<file path="config.mk">
export PLATFORM = sky130hd
export DESIGN_NAME = uart_modem_line_control
export DESIGN_NICKNAME = d
export VERILOG_FILES = /design/src/verilog/uart_mlc_sync.v /design/src/verilog/uart_modem_line_control.v
export VERILOG_INCLUDE_DIRS = /design/src /design/src/pkg
export SDC_FILE = /design/constraint.sdc
export NUM_CORES = 1
export LEC_CHECK = 0
export ABC_AREA = 1
export BUFFER_PORTS_ARGS = -buffer_cell sky130_fd_sc_hd__buf_4
export CORE_ASPECT_RATIO = 0.75
export CORE_UTILIZATION = 40
export CTS_CLUSTER_DIAMETER = 50
export CTS_CLUSTER_SIZE = 10
export DETAILED_ROUTE_END_ITERATION = 7
export GPL_ROUTABILITY_DRIVEN = 0
export MAX_ROUTING_LAYER = met4
export PLACE_DENSITY = 0.62
export SETUP_SLACK_MARGIN = 0.3
export SLEW_MARGIN = 20
export SYNTH_ARGS = -nofsm -noshare
export SYNTH_HDL_FRONTEND = slang
export SYNTH_SLANG_ARGS = --single-unit
</file>
<file path="constraint.sdc">
create_clock -name clk_sys -period 1.25 [get_ports clk_sys]
set_input_delay 0.375 -clock clk_sys [delete_from_list [all_inputs] [get_ports clk_sys]]
set_output_delay 0.375 -clock clk_sys [all_outputs]
set_load 0.05 [all_outputs]
</file>
<file path="src/pkg/uart_mlc_consts.vh">
// register offsets, field positions, reset values for modem control and line status
`ifndef UART_MLC_CONSTS_VH
`define UART_MLC_CONSTS_VH
// ==========================================
// register offsets
`define OFS_MODEM_CONTROL   3'h4
`define OFS_LINE_STATUS     3'h5
// ==========================================
// reset values
`define RST_MODEM_CONTROL   8'h00
`define RST_LINE_STATUS     8'h60
// ==========================================
// modem control fields
`define MC_DTR              0
`define MC_RTS              1
`define MC_OUT_ONE          2
`define MC_OUT_TWO          3
`define MC_LOOPBACK         4
`define MC_ANY_RESUME       5
`define MC_LOCKED_MASK      8'he0
// ==========================================
// other fields
`define LC_DIVISOR_LATCH    7
`define EF_ENHANCED         4
`define AM_STATUS_BIT0      0
`define LS_FIFO_ERR         7
`define LS_TX_IDLE          6
`define LS_THR_EMPTY        5
// ==========================================
// modem status loopback bit positions
`define MS_CTS              4
`define MS_DSR              5
`define MS_RI               6
`define MS_CD               7
`endif

</file>
<file path="src/verilog/uart_mlc_sync.v">
// two-flop synchroniser for pin inputs, one instance per bit
module uart_mlc_sync #(
    parameter RESET_VAL = 1'b1
) (
    // clock and reset
    input  wire clk_sys,
    input  wire resetn,
    input  wire clk_en,
    // data
    input  wire din,
    output reg  dout
);
    reg stage1_reg;

    always @(posedge clk_sys or negedge resetn) begin
        if (!resetn) begin
            stage1_reg <= RESET_VAL;
            dout       <= RESET_VAL;
        end else if (clk_en) begin
            stage1_reg <= din;
            dout       <= stage1_reg;
        end
    end
endmodule

</file>
<file path="src/verilog/uart_modem_line_control.v">
// modem control and upper line status registers of one uart channel
`include "uart_mlc_consts.vh"

module uart_modem_line_control (
    // clock, reset, enable
    input  wire       clk_sys,
    input  wire       resetn,
    input  wire       clk_en,
    // register port
    input  wire [2:0] reg_addr,
    input  wire       reg_wr,
    input  wire       reg_rd,
    input  wire [7:0] reg_wdata,
    output reg  [7:0] reg_rdata,
    output reg        reg_rvalid,
    // configuration from other registers of the core
    input  wire       line_control_dlab,
    input  wire       enhanced_feature_en,
    input  wire       auto_mode_status_bit0,
    input  wire       auto_rts_en,
    input  wire       auto_rts_level,
    input  wire       rx_sw_flow_en,
    // receiver and transmitter core status
    input  wire       rx_char_valid,
    input  wire       rx_char_is_flow,
    input  wire       rx_fifo_err_present,
    input  wire       thr_loaded,
    input  wire       thr_to_tsr,
    input  wire       tsr_busy,
    input  wire       tx_serial,
    input  wire       core_irq,
    // serial pins
    input  wire       serial_in,
    input  wire       cts_n_pin,
    input  wire       dsr_n_pin,
    input  wire       ri_n_pin,
    input  wire       cd_n_pin,
    input  wire       interrupt_select_pin,
    output reg        serial_out,
    output reg        rts_n,
    output reg        dtr_n,
    output reg        user_output_two_n,
    output reg        irq_out,
    output reg        irq_oe,
    // loopback and flow results to the core
    output reg        rx_serial,
    output reg  [3:0] modem_status_lines,
    output reg        tx_resume,
    output reg        rx_char_store,
    output reg        fifo_ready_status_rd_en,
    output reg        loopback_active
);
    // ==========================================
    // pin synchronisers
    wire [5:0] pins_raw;
    wire [5:0] pins_sync;
    assign pins_raw = {interrupt_select_pin, serial_in, cd_n_pin, ri_n_pin, dsr_n_pin, cts_n_pin};

    genvar gi;
    generate
        for (gi = 0; gi < 6; gi = gi + 1) begin : g_sync
            uart_mlc_sync #(
                .RESET_VAL (gi == 5 ? 1'b0 : 1'b1)
            ) u_sync (
                .clk_sys (clk_sys),
                .resetn  (resetn),
                .clk_en  (clk_en),
                .din     (pins_raw[gi]),
                .dout    (pins_sync[gi])
            );
        end
    endgenerate

    wire cts_n_s  = pins_sync[0];
    wire dsr_n_s  = pins_sync[1];
    wire ri_n_s   = pins_sync[2];
    wire cd_n_s   = pins_sync[3];
    wire sin_s    = pins_sync[4];
    wire interrupt_select_pin_s = pins_sync[5];

    // ==========================================
    // registers
    reg  [7:0] modem_control_reg;
    reg  [7:0] modem_control_next;
    reg        fifo_err_reg;
    reg        tx_idle_reg;
    reg        thr_empty_reg;
    reg        thr_empty_next;
    reg        tx_idle_next;

    // reset image of line status, so each flag resets from one constant
    localparam [7:0] LS_RESET = `RST_LINE_STATUS;

    wire regs_visible = ~line_control_dlab;
    wire mc_wr = reg_wr & regs_visible & (reg_addr == `OFS_MODEM_CONTROL);
    wire loop  = modem_control_reg[`MC_LOOPBACK];
    wire [7:0] line_status = {fifo_err_reg, tx_idle_reg, thr_empty_reg, 5'b0_0000};

    always @* begin
        modem_control_next = modem_control_reg;
        if (mc_wr) begin
            if (enhanced_feature_en) begin
                modem_control_next = reg_wdata;
            end else begin
                // upper bits guarded so a legacy driver cannot flip enhanced modes
                modem_control_next = (modem_control_reg & `MC_LOCKED_MASK) |
                                     (reg_wdata & ~`MC_LOCKED_MASK);
            end
        end
    end

    always @* begin
        // a load in the same cycle as the transfer means the holding reg refilled
        thr_empty_next = thr_empty_reg;
        if (thr_to_tsr) begin
            thr_empty_next = 1'b1;
        end
        if (thr_loaded) begin
            thr_empty_next = 1'b0;
        end
        tx_idle_next = thr_empty_next & ~tsr_busy & ~thr_loaded;
    end

    always @(posedge clk_sys or negedge resetn) begin
        if (!resetn) begin
            modem_control_reg <= `RST_MODEM_CONTROL;
            fifo_err_reg      <= LS_RESET[`LS_FIFO_ERR];
            tx_idle_reg       <= LS_RESET[`LS_TX_IDLE];
            thr_empty_reg     <= LS_RESET[`LS_THR_EMPTY];
        end else if (clk_en) begin
            modem_control_reg <= modem_control_next;
            fifo_err_reg      <= rx_fifo_err_present;
            tx_idle_reg       <= tx_idle_next;
            thr_empty_reg     <= thr_empty_next;
        end
    end

    // ==========================================
    // register read port
    always @(posedge clk_sys or negedge resetn) begin
        if (!resetn) begin
            reg_rdata  <= 8'h00;
            reg_rvalid <= 1'b0;
        end else if (clk_en) begin
            reg_rvalid <= reg_rd;
            if (reg_rd && regs_visible && reg_addr == `OFS_LINE_STATUS) begin
                reg_rdata <= line_status;
            end else if (reg_rd && regs_visible && reg_addr == `OFS_MODEM_CONTROL) begin
                reg_rdata <= modem_control_reg;
            end else if (reg_rd) begin
                reg_rdata <= 8'h00;
            end
        end
    end

    // ==========================================
    // pins, loopback and flow outputs
    always @(posedge clk_sys or negedge resetn) begin
        if (!resetn) begin
            serial_out              <= 1'b1;
            rts_n                   <= 1'b1;
            dtr_n                   <= 1'b1;
            user_output_two_n       <= 1'b1;
            irq_out                 <= 1'b0;
            irq_oe                  <= 1'b0;
            rx_serial               <= 1'b1;
            modem_status_lines      <= 4'h0;
            tx_resume               <= 1'b0;
            rx_char_store           <= 1'b0;
            fifo_ready_status_rd_en <= 1'b0;
            loopback_active         <= 1'b0;
        end else if (clk_en) begin
            loopback_active <= loop;
            // looped traffic kept off the line
            serial_out <= loop ? 1'b1 : tx_serial;
            rx_serial  <= loop ? tx_serial : sin_s;
            // pins go to the inactive level while looped, per classic uart behaviour
            rts_n <= loop ? 1'b1 :
                     (auto_rts_en ? ~auto_rts_level :
                      ~modem_control_reg[`MC_RTS]);
            dtr_n <= loop ? 1'b1 : ~modem_control_reg[`MC_DTR];
            user_output_two_n <= loop ? 1'b1 : ~modem_control_reg[`MC_OUT_TWO];
            // order: cts, dsr, ri, cd (modem status bits 4..7)
            if (loop) begin
                modem_status_lines <= {modem_control_reg[`MC_OUT_TWO],
                                       modem_control_reg[`MC_OUT_ONE],
                                       modem_control_reg[`MC_DTR],
                                       modem_control_reg[`MC_RTS]};
            end else begin
                modem_status_lines <= {~cd_n_s, ~ri_n_s, ~dsr_n_s, ~cts_n_s};
            end
            irq_out <= core_irq;
            irq_oe  <= interrupt_select_pin_s | modem_control_reg[`MC_OUT_TWO];
            tx_resume <= rx_char_valid & modem_control_reg[`MC_ANY_RESUME];
            rx_char_store <= rx_char_valid & ~(rx_char_is_flow & rx_sw_flow_en);
            fifo_ready_status_rd_en <= modem_control_reg[`MC_OUT_ONE] & ~loop &
                                       ~auto_mode_status_bit0;
        end
    end
endmodule

</file>
# Word-level counts from Yosys, hierarchy flattened
# Index checks and enable logic that the tools add are counted.
[totals] input_bits=36 elab_cells=76 output_inout_bits=24 ff_bits=47
[op_classes] eq_ne=2 reduce_logical=6 mux=13 bitwise_logic=25
[op_table] op="8-bit 2-to-1 mux" count=4
[op_table] op="1-bit inverter" count=14
[op_table] op="1-bit bitwise AND" count=9
[op_table] op="1-bit 2-to-1 mux" count=8
[op_table] op="8-bit by 5-bit OR with 8-bit output" count=1
[op_table] op="3-bit equality test, second input constant" count=2
[op_table] op="4-bit 2-to-1 mux" count=1
[op_table] op="2-bit AND reduction" count=2
[op_table] op="1-bit logical AND" count=3
[op_table] op="3-bit nonzero test" count=1
[op_table] op="1-bit OR" count=1

# Logic depth before layout (Yosys ltp)
# Gate-level depths: netlist of the first run.
[logic_depth] ltp_word=5 mapped_depth=7 depth_no_buf=6

# Cells and area by module
# From an unflattened synthesis of the first run, not the netlist that was laid out.
[hier_totals] hier_cells=212 hier_area_um2=1938.1
[by_module_without_submodules] mod="uart_modem_line_control" seq_area_each_um2=884.6 n_inst=1 area_per_inst_um2=1467.7 cells_each=158
[by_module_without_submodules] mod="uart_mlc_sync (g_sync[0].u_sync ...)" seq_area_each_um2=52.6 n_inst=5 area_per_inst_um2=78.8 cells_each=9
[by_module_without_submodules] mod="uart_mlc_sync (g_sync[5].u_sync)" seq_area_each_um2=50.0 n_inst=1 area_per_inst_um2=76.3 cells_each=9

# Worst setup path before layout of the first run
# Ideal clock, no wire load.
[synth_timing] path_kind="flip-flop to output port" start="register serial_out" end="output port serial_out" stages_incl_launch_ff=1 path_slack_ps=211 path_buffers=0 t_arrival_ps=664 required_time_ps=875 path_cell_list="dfstp_2"
[synth_lines] item="start: declaration" line="uart_modem_line_control.v:39" text="output reg serial_out,"
[synth_lines] item="start signal: assignment" line="uart_modem_line_control.v:175" text="serial_out <= loop ? 1'b1 : tx_serial;"
# No word-level cell between the ends.

# Final worst setup path of the first run
[layout_timing] start="register rx_serial" end="output port rx_serial"
[layout_lines] item="start: declaration" line="uart_modem_line_control.v:46" text="output reg rx_serial,"
[layout_lines] item="start signal: assignment" line="uart_modem_line_control.v:176" text="rx_serial <= loop ? tx_serial : sin_s;"
# No word-level cell between the ends.

==> results of run 1 <==
[cells in the mapped netlist]
| library cell | number |
|---|---|
| nor2_4 | 3 |
| o22a_1 | 1 |
| inv_1 | 14 |
| o21ai_0 | 13 |
| nand4_1 | 7 |
| o211ai_1 | 1 |
| nand2_1 | 96 |
| a31oi_1 | 1 |
| nor2b_2 | 1 |
| nor2_2 | 1 |
| inv_4 | 1 |
| inv_2 | 1 |
| nand3_1 | 4 |
| buf_4 | 1 |
| o221ai_1 | 4 |
| nand2_2 | 1 |
| nor2_1 | 5 |
| dfrtp_1 | 30 |
| buf_2 | 5 |
| a21oi_1 | 3 |
| dfstp_2 | 17 |
| buf_6 | 1 |
| o31ai_2 | 1 |
[area by class of cell]
cell class / instances / area share, %
Clock inverter: 1 / 0.174
Sequential cell: 47 / 42.4
Multi-Input combinational cell: 142 / 23.8
Inverter: 16 / 2.52
Timing Repair Buffer: 80 / 25.6
Clock buffer: 7 / 3.00
Tap cell: 57 / 2.48
[worst reg2reg max path: stages (launching register included)]
cell,delay (ns)
dfrtp_2,0.46
nor2_4,0.13
clkinv_4,0.11
o31ai_4,0.17
[where the power goes]
part           switching, mW  leakage (nW)  internal, mW  total [mW]
logic                  0.697         0.854         0.501        1.20
registers              0.159         0.529          1.78        1.94
clock network          0.505        0.0482         0.447       0.952
[logic make-up after synthesis]
| group | count (synthesis) | synth area share, % |
|---|---|---|
| AO/OA/AOI/OAI | 24 | 7.69 |
| flip-flops | 47 | 61.3 |
| AND/OR/NAND/NOR | 118 | 25.5 |
| buffers and inverters | 23 | 5.45 |
[layout by cell type, fill, tap and decap left out, types with 4 or more instances in the layout]
cell type | netlist | layout
buf_4 | 1 | 50
buf_6 | 1 | 22
buf_8 | 0 | 6
clkbuf_8 | 0 | 6
dfrtp_1 | 30 | 10
dfrtp_2 | 0 | 20
dfstp_2 | 17 | 17
inv_1 | 14 | 12
nand2_1 | 96 | 94
nand4_1 | 7 | 7
nor2_1 | 5 | 5
nor2_4 | 3 | 4
o21ai_0 | 13 | 6
o21ai_1 | 0 | 7
[what timing repair did]
item / CTS / global route
gates cloned: 0 / 1
endpoints found under the setup margin: 31 / 40
buffers inserted: 7 / 5
resized for setup: 30 / 16
pin swaps: 1 / 5
[stage by stage]
stage	hold slack, ns	util [%]	power, mW	cell area (sq um)
after CTS	0.0212	61.0	4.05	2790
after detailed placement	0.358	55.4	2.94	2530
after global routing	0.0269	63.0	4.30	2880
final	0.00974	63.0	4.09	2880
after floorplan	0.0794	-	2.54	2010
after global placement	0.359	55.4	2.92	2530
[how the worst min path moves through the flow]
stage / from / endpoint / slack, ns / cells past startpoint
floorplan: resetn / fifo_err_reg / 0.08 / 0
global placement: resetn / reg_rdata[6] / 0.36 / 2
detailed placement: resetn / reg_rdata[7] / 0.36 / 2
CTS: resetn / reg_rdata[7] / 0.02 / 2
global route: resetn / reg_rdata[6] / 0.03 / 2
finish: resetn / reg_rdata[7] / 0.01 / 2
[metal layers]
| layer | wire length, um | track usage (%) | part of all wire [%] | up-vias |
|---|---|---|---|---|
| li1 | - | - | - | 832 |
| met3 | 204 | 4.82 | 4.6 | 7 |
| met1 | 2290 | 28.1 | 51 | 753 |
| met2 | 1900 | 27.7 | 43 | 46 |
| met4 | 57 | 6.47 | 1.3 | 0 |
| met5 | 0 | - | 0 | - |
==> impl_metrics.env, run 1 <==
export IMPL_ys_warn_count=0
export IMPL_worstSetupStartpoint="rx_serial"
export IMPL_place_port_buffers=59
export IMPL_area_growth_syn_to_layout_pct=47.6
export IMPL_vias=1638
export IMPL_track_usage_pct=19.8
export IMPL_synth_top_cell_area_share_pct=38.5
export IMPL_r2r_start="modem_control_reg[4]"
export IMPL_fp_dieH_um=62.5
export IMPL_grt_max_degree=48
export IMPL_clk_insertion_delay_late_ns=0.30
export IMPL_crit_cells=1
export IMPL_core_area_sq_mm=0.00457
export IMPL_yosysSeqAreaShare_pct=61.3
export IMPL_min_period_over_period_pct=112
export IMPL_die_w_um=82.7
export IMPL_drive_gt1_share_pct=47.8
export IMPL_grt_setup_unrepaired="yes"
export IMPL_critPathBufInv=1
export IMPL_dp_hpwl_um=3120
export IMPL_ir_drop_v=0.000804
export IMPL_numCtsBuffers=5
export IMPL_place_inst=329
export IMPL_yosysTopAreaCell="dfrtp_1"
export IMPL_drc=0
export IMPL_fin_ws_ns=-0.153
export IMPL_hold_viol=0
export IMPL_synth_ff_latch_count=47
export IMPL_clock_sinks=47
export IMPL_pre_cts_slack_ns=0.0394
export IMPL_wirelength_um=4460
export IMPL_r2r_setup_slack_ns=0.28
export IMPL_startpoint_type="register"
export IMPL_ant_nets=0
export IMPL_finalSetupTns_ns=-0.676
export IMPL_cts_tree="done"
export IMPL_crit_type="reg2out"
export IMPL_status="finished, violations left"
export IMPL_finalSetupViolations=11
export IMPL_yosysUniqueCellTypes=23
export IMPL_overflow=0
export IMPL_maxCapViolations=0
export IMPL_clockRootBuffer="clkbuf_8"
export IMPL_drtIter0Drc=108
export IMPL_timing_fmax_mhz=713
export IMPL_rows=21
export IMPL_netlist_top_cells_area="dfrtp_1 (38%), dfstp_2 (23%), nand2_1 (18%)"
export IMPL_cts_hold_buf=0
export IMPL_die_area_sq_mm=0.00517
export IMPL_fillers=391
export IMPL_required_ns=0.88
export IMPL_rr_worst_depth=3
export IMPL_grt_pass1_wl_um=7350
export IMPL_wl_per_cell_um=12.7
export IMPL_crit_slowest_cell="dfstp_2"
export IMPL_firstDrtPassIters=4
export IMPL_cp_arrival_ns=1.03
export IMPL_cts_path_max_buffers=2
export IMPL_end_kind="output port"
export IMPL_hp_class="in2async"
export IMPL_maxSlewHeadroom_pct=83.5
export IMPL_routed_via_density=4.68
export IMPL_tightest_slew_ns=0.248
export IMPL_grt_pass1_vias=1580
export IMPL_crit_chain="buf_8"
export IMPL_num_antenna_cells=0
export IMPL_failed_checks="setup timing"
export IMPL_clkTransAtPathRegs_ns=0.09
export IMPL_post_route_min_period_ns=1.40
export IMPL_avgSynthCellArea_sq_um=9.21
export IMPL_initial_core_util_pct=42.7
export IMPL_final_max_slew_viol_count=0
export IMPL_cp_slowest_stage_delay_ns=0.57
export IMPL_p_leak_nw=1.43
export IMPL_multi_input_area_sq_um=684
export IMPL_skew_ns=0.00959
export IMPL_netlist_area_sq_mm=0.00195
export IMPL_antenna_found_initial=0
export IMPL_cts_max_level=2
export IMPL_io_pins=60
export IMPL_syn_num_nets=248
export IMPL_seqCellArea_sq_mm=0.00122
export IMPL_r2r_end="fifo_ready_status_rd_en"
export IMPL_crit_end="rx_serial"
export IMPL_syn_inst=212
export IMPL_nets=328
export IMPL_power_density_mw_per_mm2=1420
export IMPL_path_delay_family="flip-flops"
export IMPL_stdcell_count=350
export IMPL_crit_fanout=2
(Power assumes the default switching activity.)
==> inputs of run 2 (changes only) <==
ABC_AREA = 0   (was 1)
==> impl_metrics.env, run 2 <==
export IMPL_min_period_over_period_pct=112
export IMPL_wl_met2_um=2160
export IMPL_clock_sinks=47
export IMPL_critPathBufInv=1
export IMPL_area_growth_syn_to_layout_pct=53.2
export IMPL_power_total_mw=3.96
export IMPL_cts_tree="done"
export IMPL_die_w_um=81.8
export IMPL_seq_power_share_pct=48.7
export IMPL_wl_per_cell_um=15.5
export IMPL_overflow=0
export IMPL_grt_max_degree=33
export IMPL_ir_drop_v=0.000641
export IMPL_cp_arrival_ns=1.59
export IMPL_met3_length_um=182
export IMPL_final_cell_mix="buf_4 (52), mux2_4 (21), buf_6 (20)"
export IMPL_drc=0
export IMPL_drive_gt1_share_pct=68.3
export IMPL_firstDrtPassIters=4
export IMPL_skew_ns=0.0132
export IMPL_yosys_area_share_simple_pct=8.13
export IMPL_stdcell_count=287
export IMPL_place_inst=266
export IMPL_status="finished, violations left"
export IMPL_yosysSeqAreaShare_pct=62.8
export IMPL_routed_via_density=4.96
export IMPL_initial_core_util_pct=42.2
export IMPL_fp_dieH_um=61.8
export IMPL_timing_fmax_mhz=713
export IMPL_maxCapViolations=0
export IMPL_startpoint_type="primary input"
export IMPL_final_max_slew_viol_count=0
export IMPL_synth_top_cell_area_share_pct=39.3
export IMPL_final_common_cell="buf_4"
export IMPL_stdcell_area_sq_mm=0.00292
export IMPL_power_share_clock_pct=22.4
export IMPL_r2r_start="modem_control_reg[4]"
export IMPL_numCtsBuffers=5
export IMPL_cts_max_level=2
export IMPL_pwr_share_comb_pct=28.9
export IMPL_drtIter0Drc=80
export IMPL_ys_flop_type="dfrtp_1"
export IMPL_clk_insertion_delay_late_ns=0.30
export IMPL_synth_mux_area_share_pct=18.6
export IMPL_fin_ws_ns=-0.152
export IMPL_pre_cts_slack_ns=-0.491
export IMPL_wirelength_um=4440
export IMPL_post_dp_cell_area_sq_mm=0.00260
export IMPL_track_usage_pct=19.8
export IMPL_crit_chain="buf_6, or4b_4, nor2_4, mux2_2"
export IMPL_antenna_found_initial=0
export IMPL_ant_nets=0
export IMPL_grt_setup_unrepaired="yes"
export IMPL_ys_warn_count=0
export IMPL_hold_viol=0
export IMPL_avgSynthCellArea_sq_um=13.0
export IMPL_p_leak_nw=1.37
export IMPL_path_delay_family="simple AND/OR/NAND/NOR gates"
export IMPL_cp_slowest_stage_delay_ns=0.58
export IMPL_nets=265
export IMPL_place_port_buffers=59
export IMPL_crit_fanout=5
export IMPL_cts_path_max_buffers=2
export IMPL_yosysTopAreaCell="dfrtp_1"
export IMPL_finalSetupTns_ns=-1.54
export IMPL_maxSlewHeadroom_pct=73.3
export IMPL_grt_pass1_wl_um=7040
export IMPL_internal_power_mw=2.74
export IMPL_netlist_top_cells_area="dfrtp_1 (39%), dfstp_2 (23%), mux2_2 (17%)"
export IMPL_grt_pass1_vias=1443
export IMPL_num_antenna_cells=0
export IMPL_power_density_mw_per_mm2=1360
export IMPL_swShare_pct=30.9
export IMPL_fin_util_pct=64.7
export IMPL_synthAdderAreaFrac_pct=0
export IMPL_yosysUniqueCellTypes=20
export IMPL_tightest_slew_ns=0.401
export IMPL_switching_power_mw=1.23
export IMPL_r2r_setup_slack_ns=0.21
export IMPL_top_layer="met4"
export IMPL_synth_common_cells="dfrtp_1 (30), mux2_2 (28), dfstp_2 (17), nor2_1 (15), a21oi_1 (9)"
export IMPL_yosysMostFrequentCell="dfrtp_1"
export IMPL_synth_top_family_by_area="multiplexers"
export IMPL_crit_type="in2reg"
export IMPL_netlist_area_sq_mm=0.00191
export IMPL_end_kind="register"
export IMPL_r2r_end="modem_status_lines[0]"
export IMPL_async_flop_share_pct=100
export IMPL_synth_compound_area_share_pct=8.13
export IMPL_finalSetupViolations=15
export IMPL_met1_length_um=2050
export IMPL_holdWs_ns=0.139
export IMPL_rows=21
export IMPL_required_ns=1.44
export IMPL_crit_slowest_cell="or4b_4"
export IMPL_syn_num_nets=183
export IMPL_vias=1423
export IMPL_dp_hpwl_um=3110
export IMPL_rr_worst_depth=4
export IMPL_clockRootBuffer="clkbuf_8"
export IMPL_die_area_sq_mm=0.00505
export IMPL_synth_ff_latch_count=47
export IMPL_syn_inst=147
export IMPL_synth_xor_area_share_pct=0
export IMPL_failed_checks="setup timing"
export IMPL_clkTransAtPathRegs_ns=0.08
export IMPL_synth_edff_count=0
export IMPL_io_pins=60
export IMPL_core_area_sq_mm=0.00452
export IMPL_hp_class="in2async"
export IMPL_post_route_min_period_ns=1.40
==> run 2: power by group through the flow <==
stage               Clock (mW)  Combinational, mW  Sequential (mW)
floorplan                    0              0.358             2.20
global placement             0              0.973             1.93
detailed placement           0              0.986             1.94
CTS                      0.911               1.15             1.93
global route             0.989               1.22             1.96
finish                   0.889               1.14             1.93
==> run 2: what timing repair did <==
action / in CTS / in global routing
hold endpoints to repair: 7 / 0
setup buffers: 10 / 2
gates resized for setup: 37 / 2
hold buffers: 1 / 0
pin swaps: 3 / 1
setup endpoints to repair: 49 / 58
==> run 2: area by class of cell <==
type                       count  area (sq um)
inverter                       4          15.0
sequential                    47          1220
clock inverter                 1          5.00
timing repair buffer          82           773
clock buffer                   7          76.3
tap                           57          71.3
fill                         351          1600
multi-input combinational     89           761
==> run 2: logic make-up (layout without fill, tap and decap cells) <==
family	Yosys count	after routing
flops	47	47
simple gates	32	32
buf+inv	11	94
compound gates	25	25
mux	32	32
==> run 2: how the worst max path moves through the flow <==
stage	startpoint	endpoint	slack [ns]	cells past startpoint
after floorplan	line_control_dlab	modem_control_reg[0]	-0.30	3
after global placement	line_control_dlab	modem_control_reg[4]	-0.47	4
after detailed placement	line_control_dlab	modem_control_reg[1]	-0.49	4
after CTS	line_control_dlab	modem_control_reg[4]	-0.15	4
after global routing	line_control_dlab	modem_control_reg[4]	-0.18	4
final	line_control_dlab	modem_control_reg[4]	-0.15	4
==> run 2: worst reg2reg max path: stages (launching register included) <==
cell	delay, ns
dfrtp_1	0.48
buf_6	0.19
nor2_1	0.05
a21oi_1	0.12
a21oi_1	0.08
==> run 2: metal layers <==
layer / up-vias / GRT usage (%)
met3: 6 / 4.82
met1: 698 / 26.6
met4: 0 / 5.26
li1: 681 / -
met5: - / -
met2: 38 / 30.0
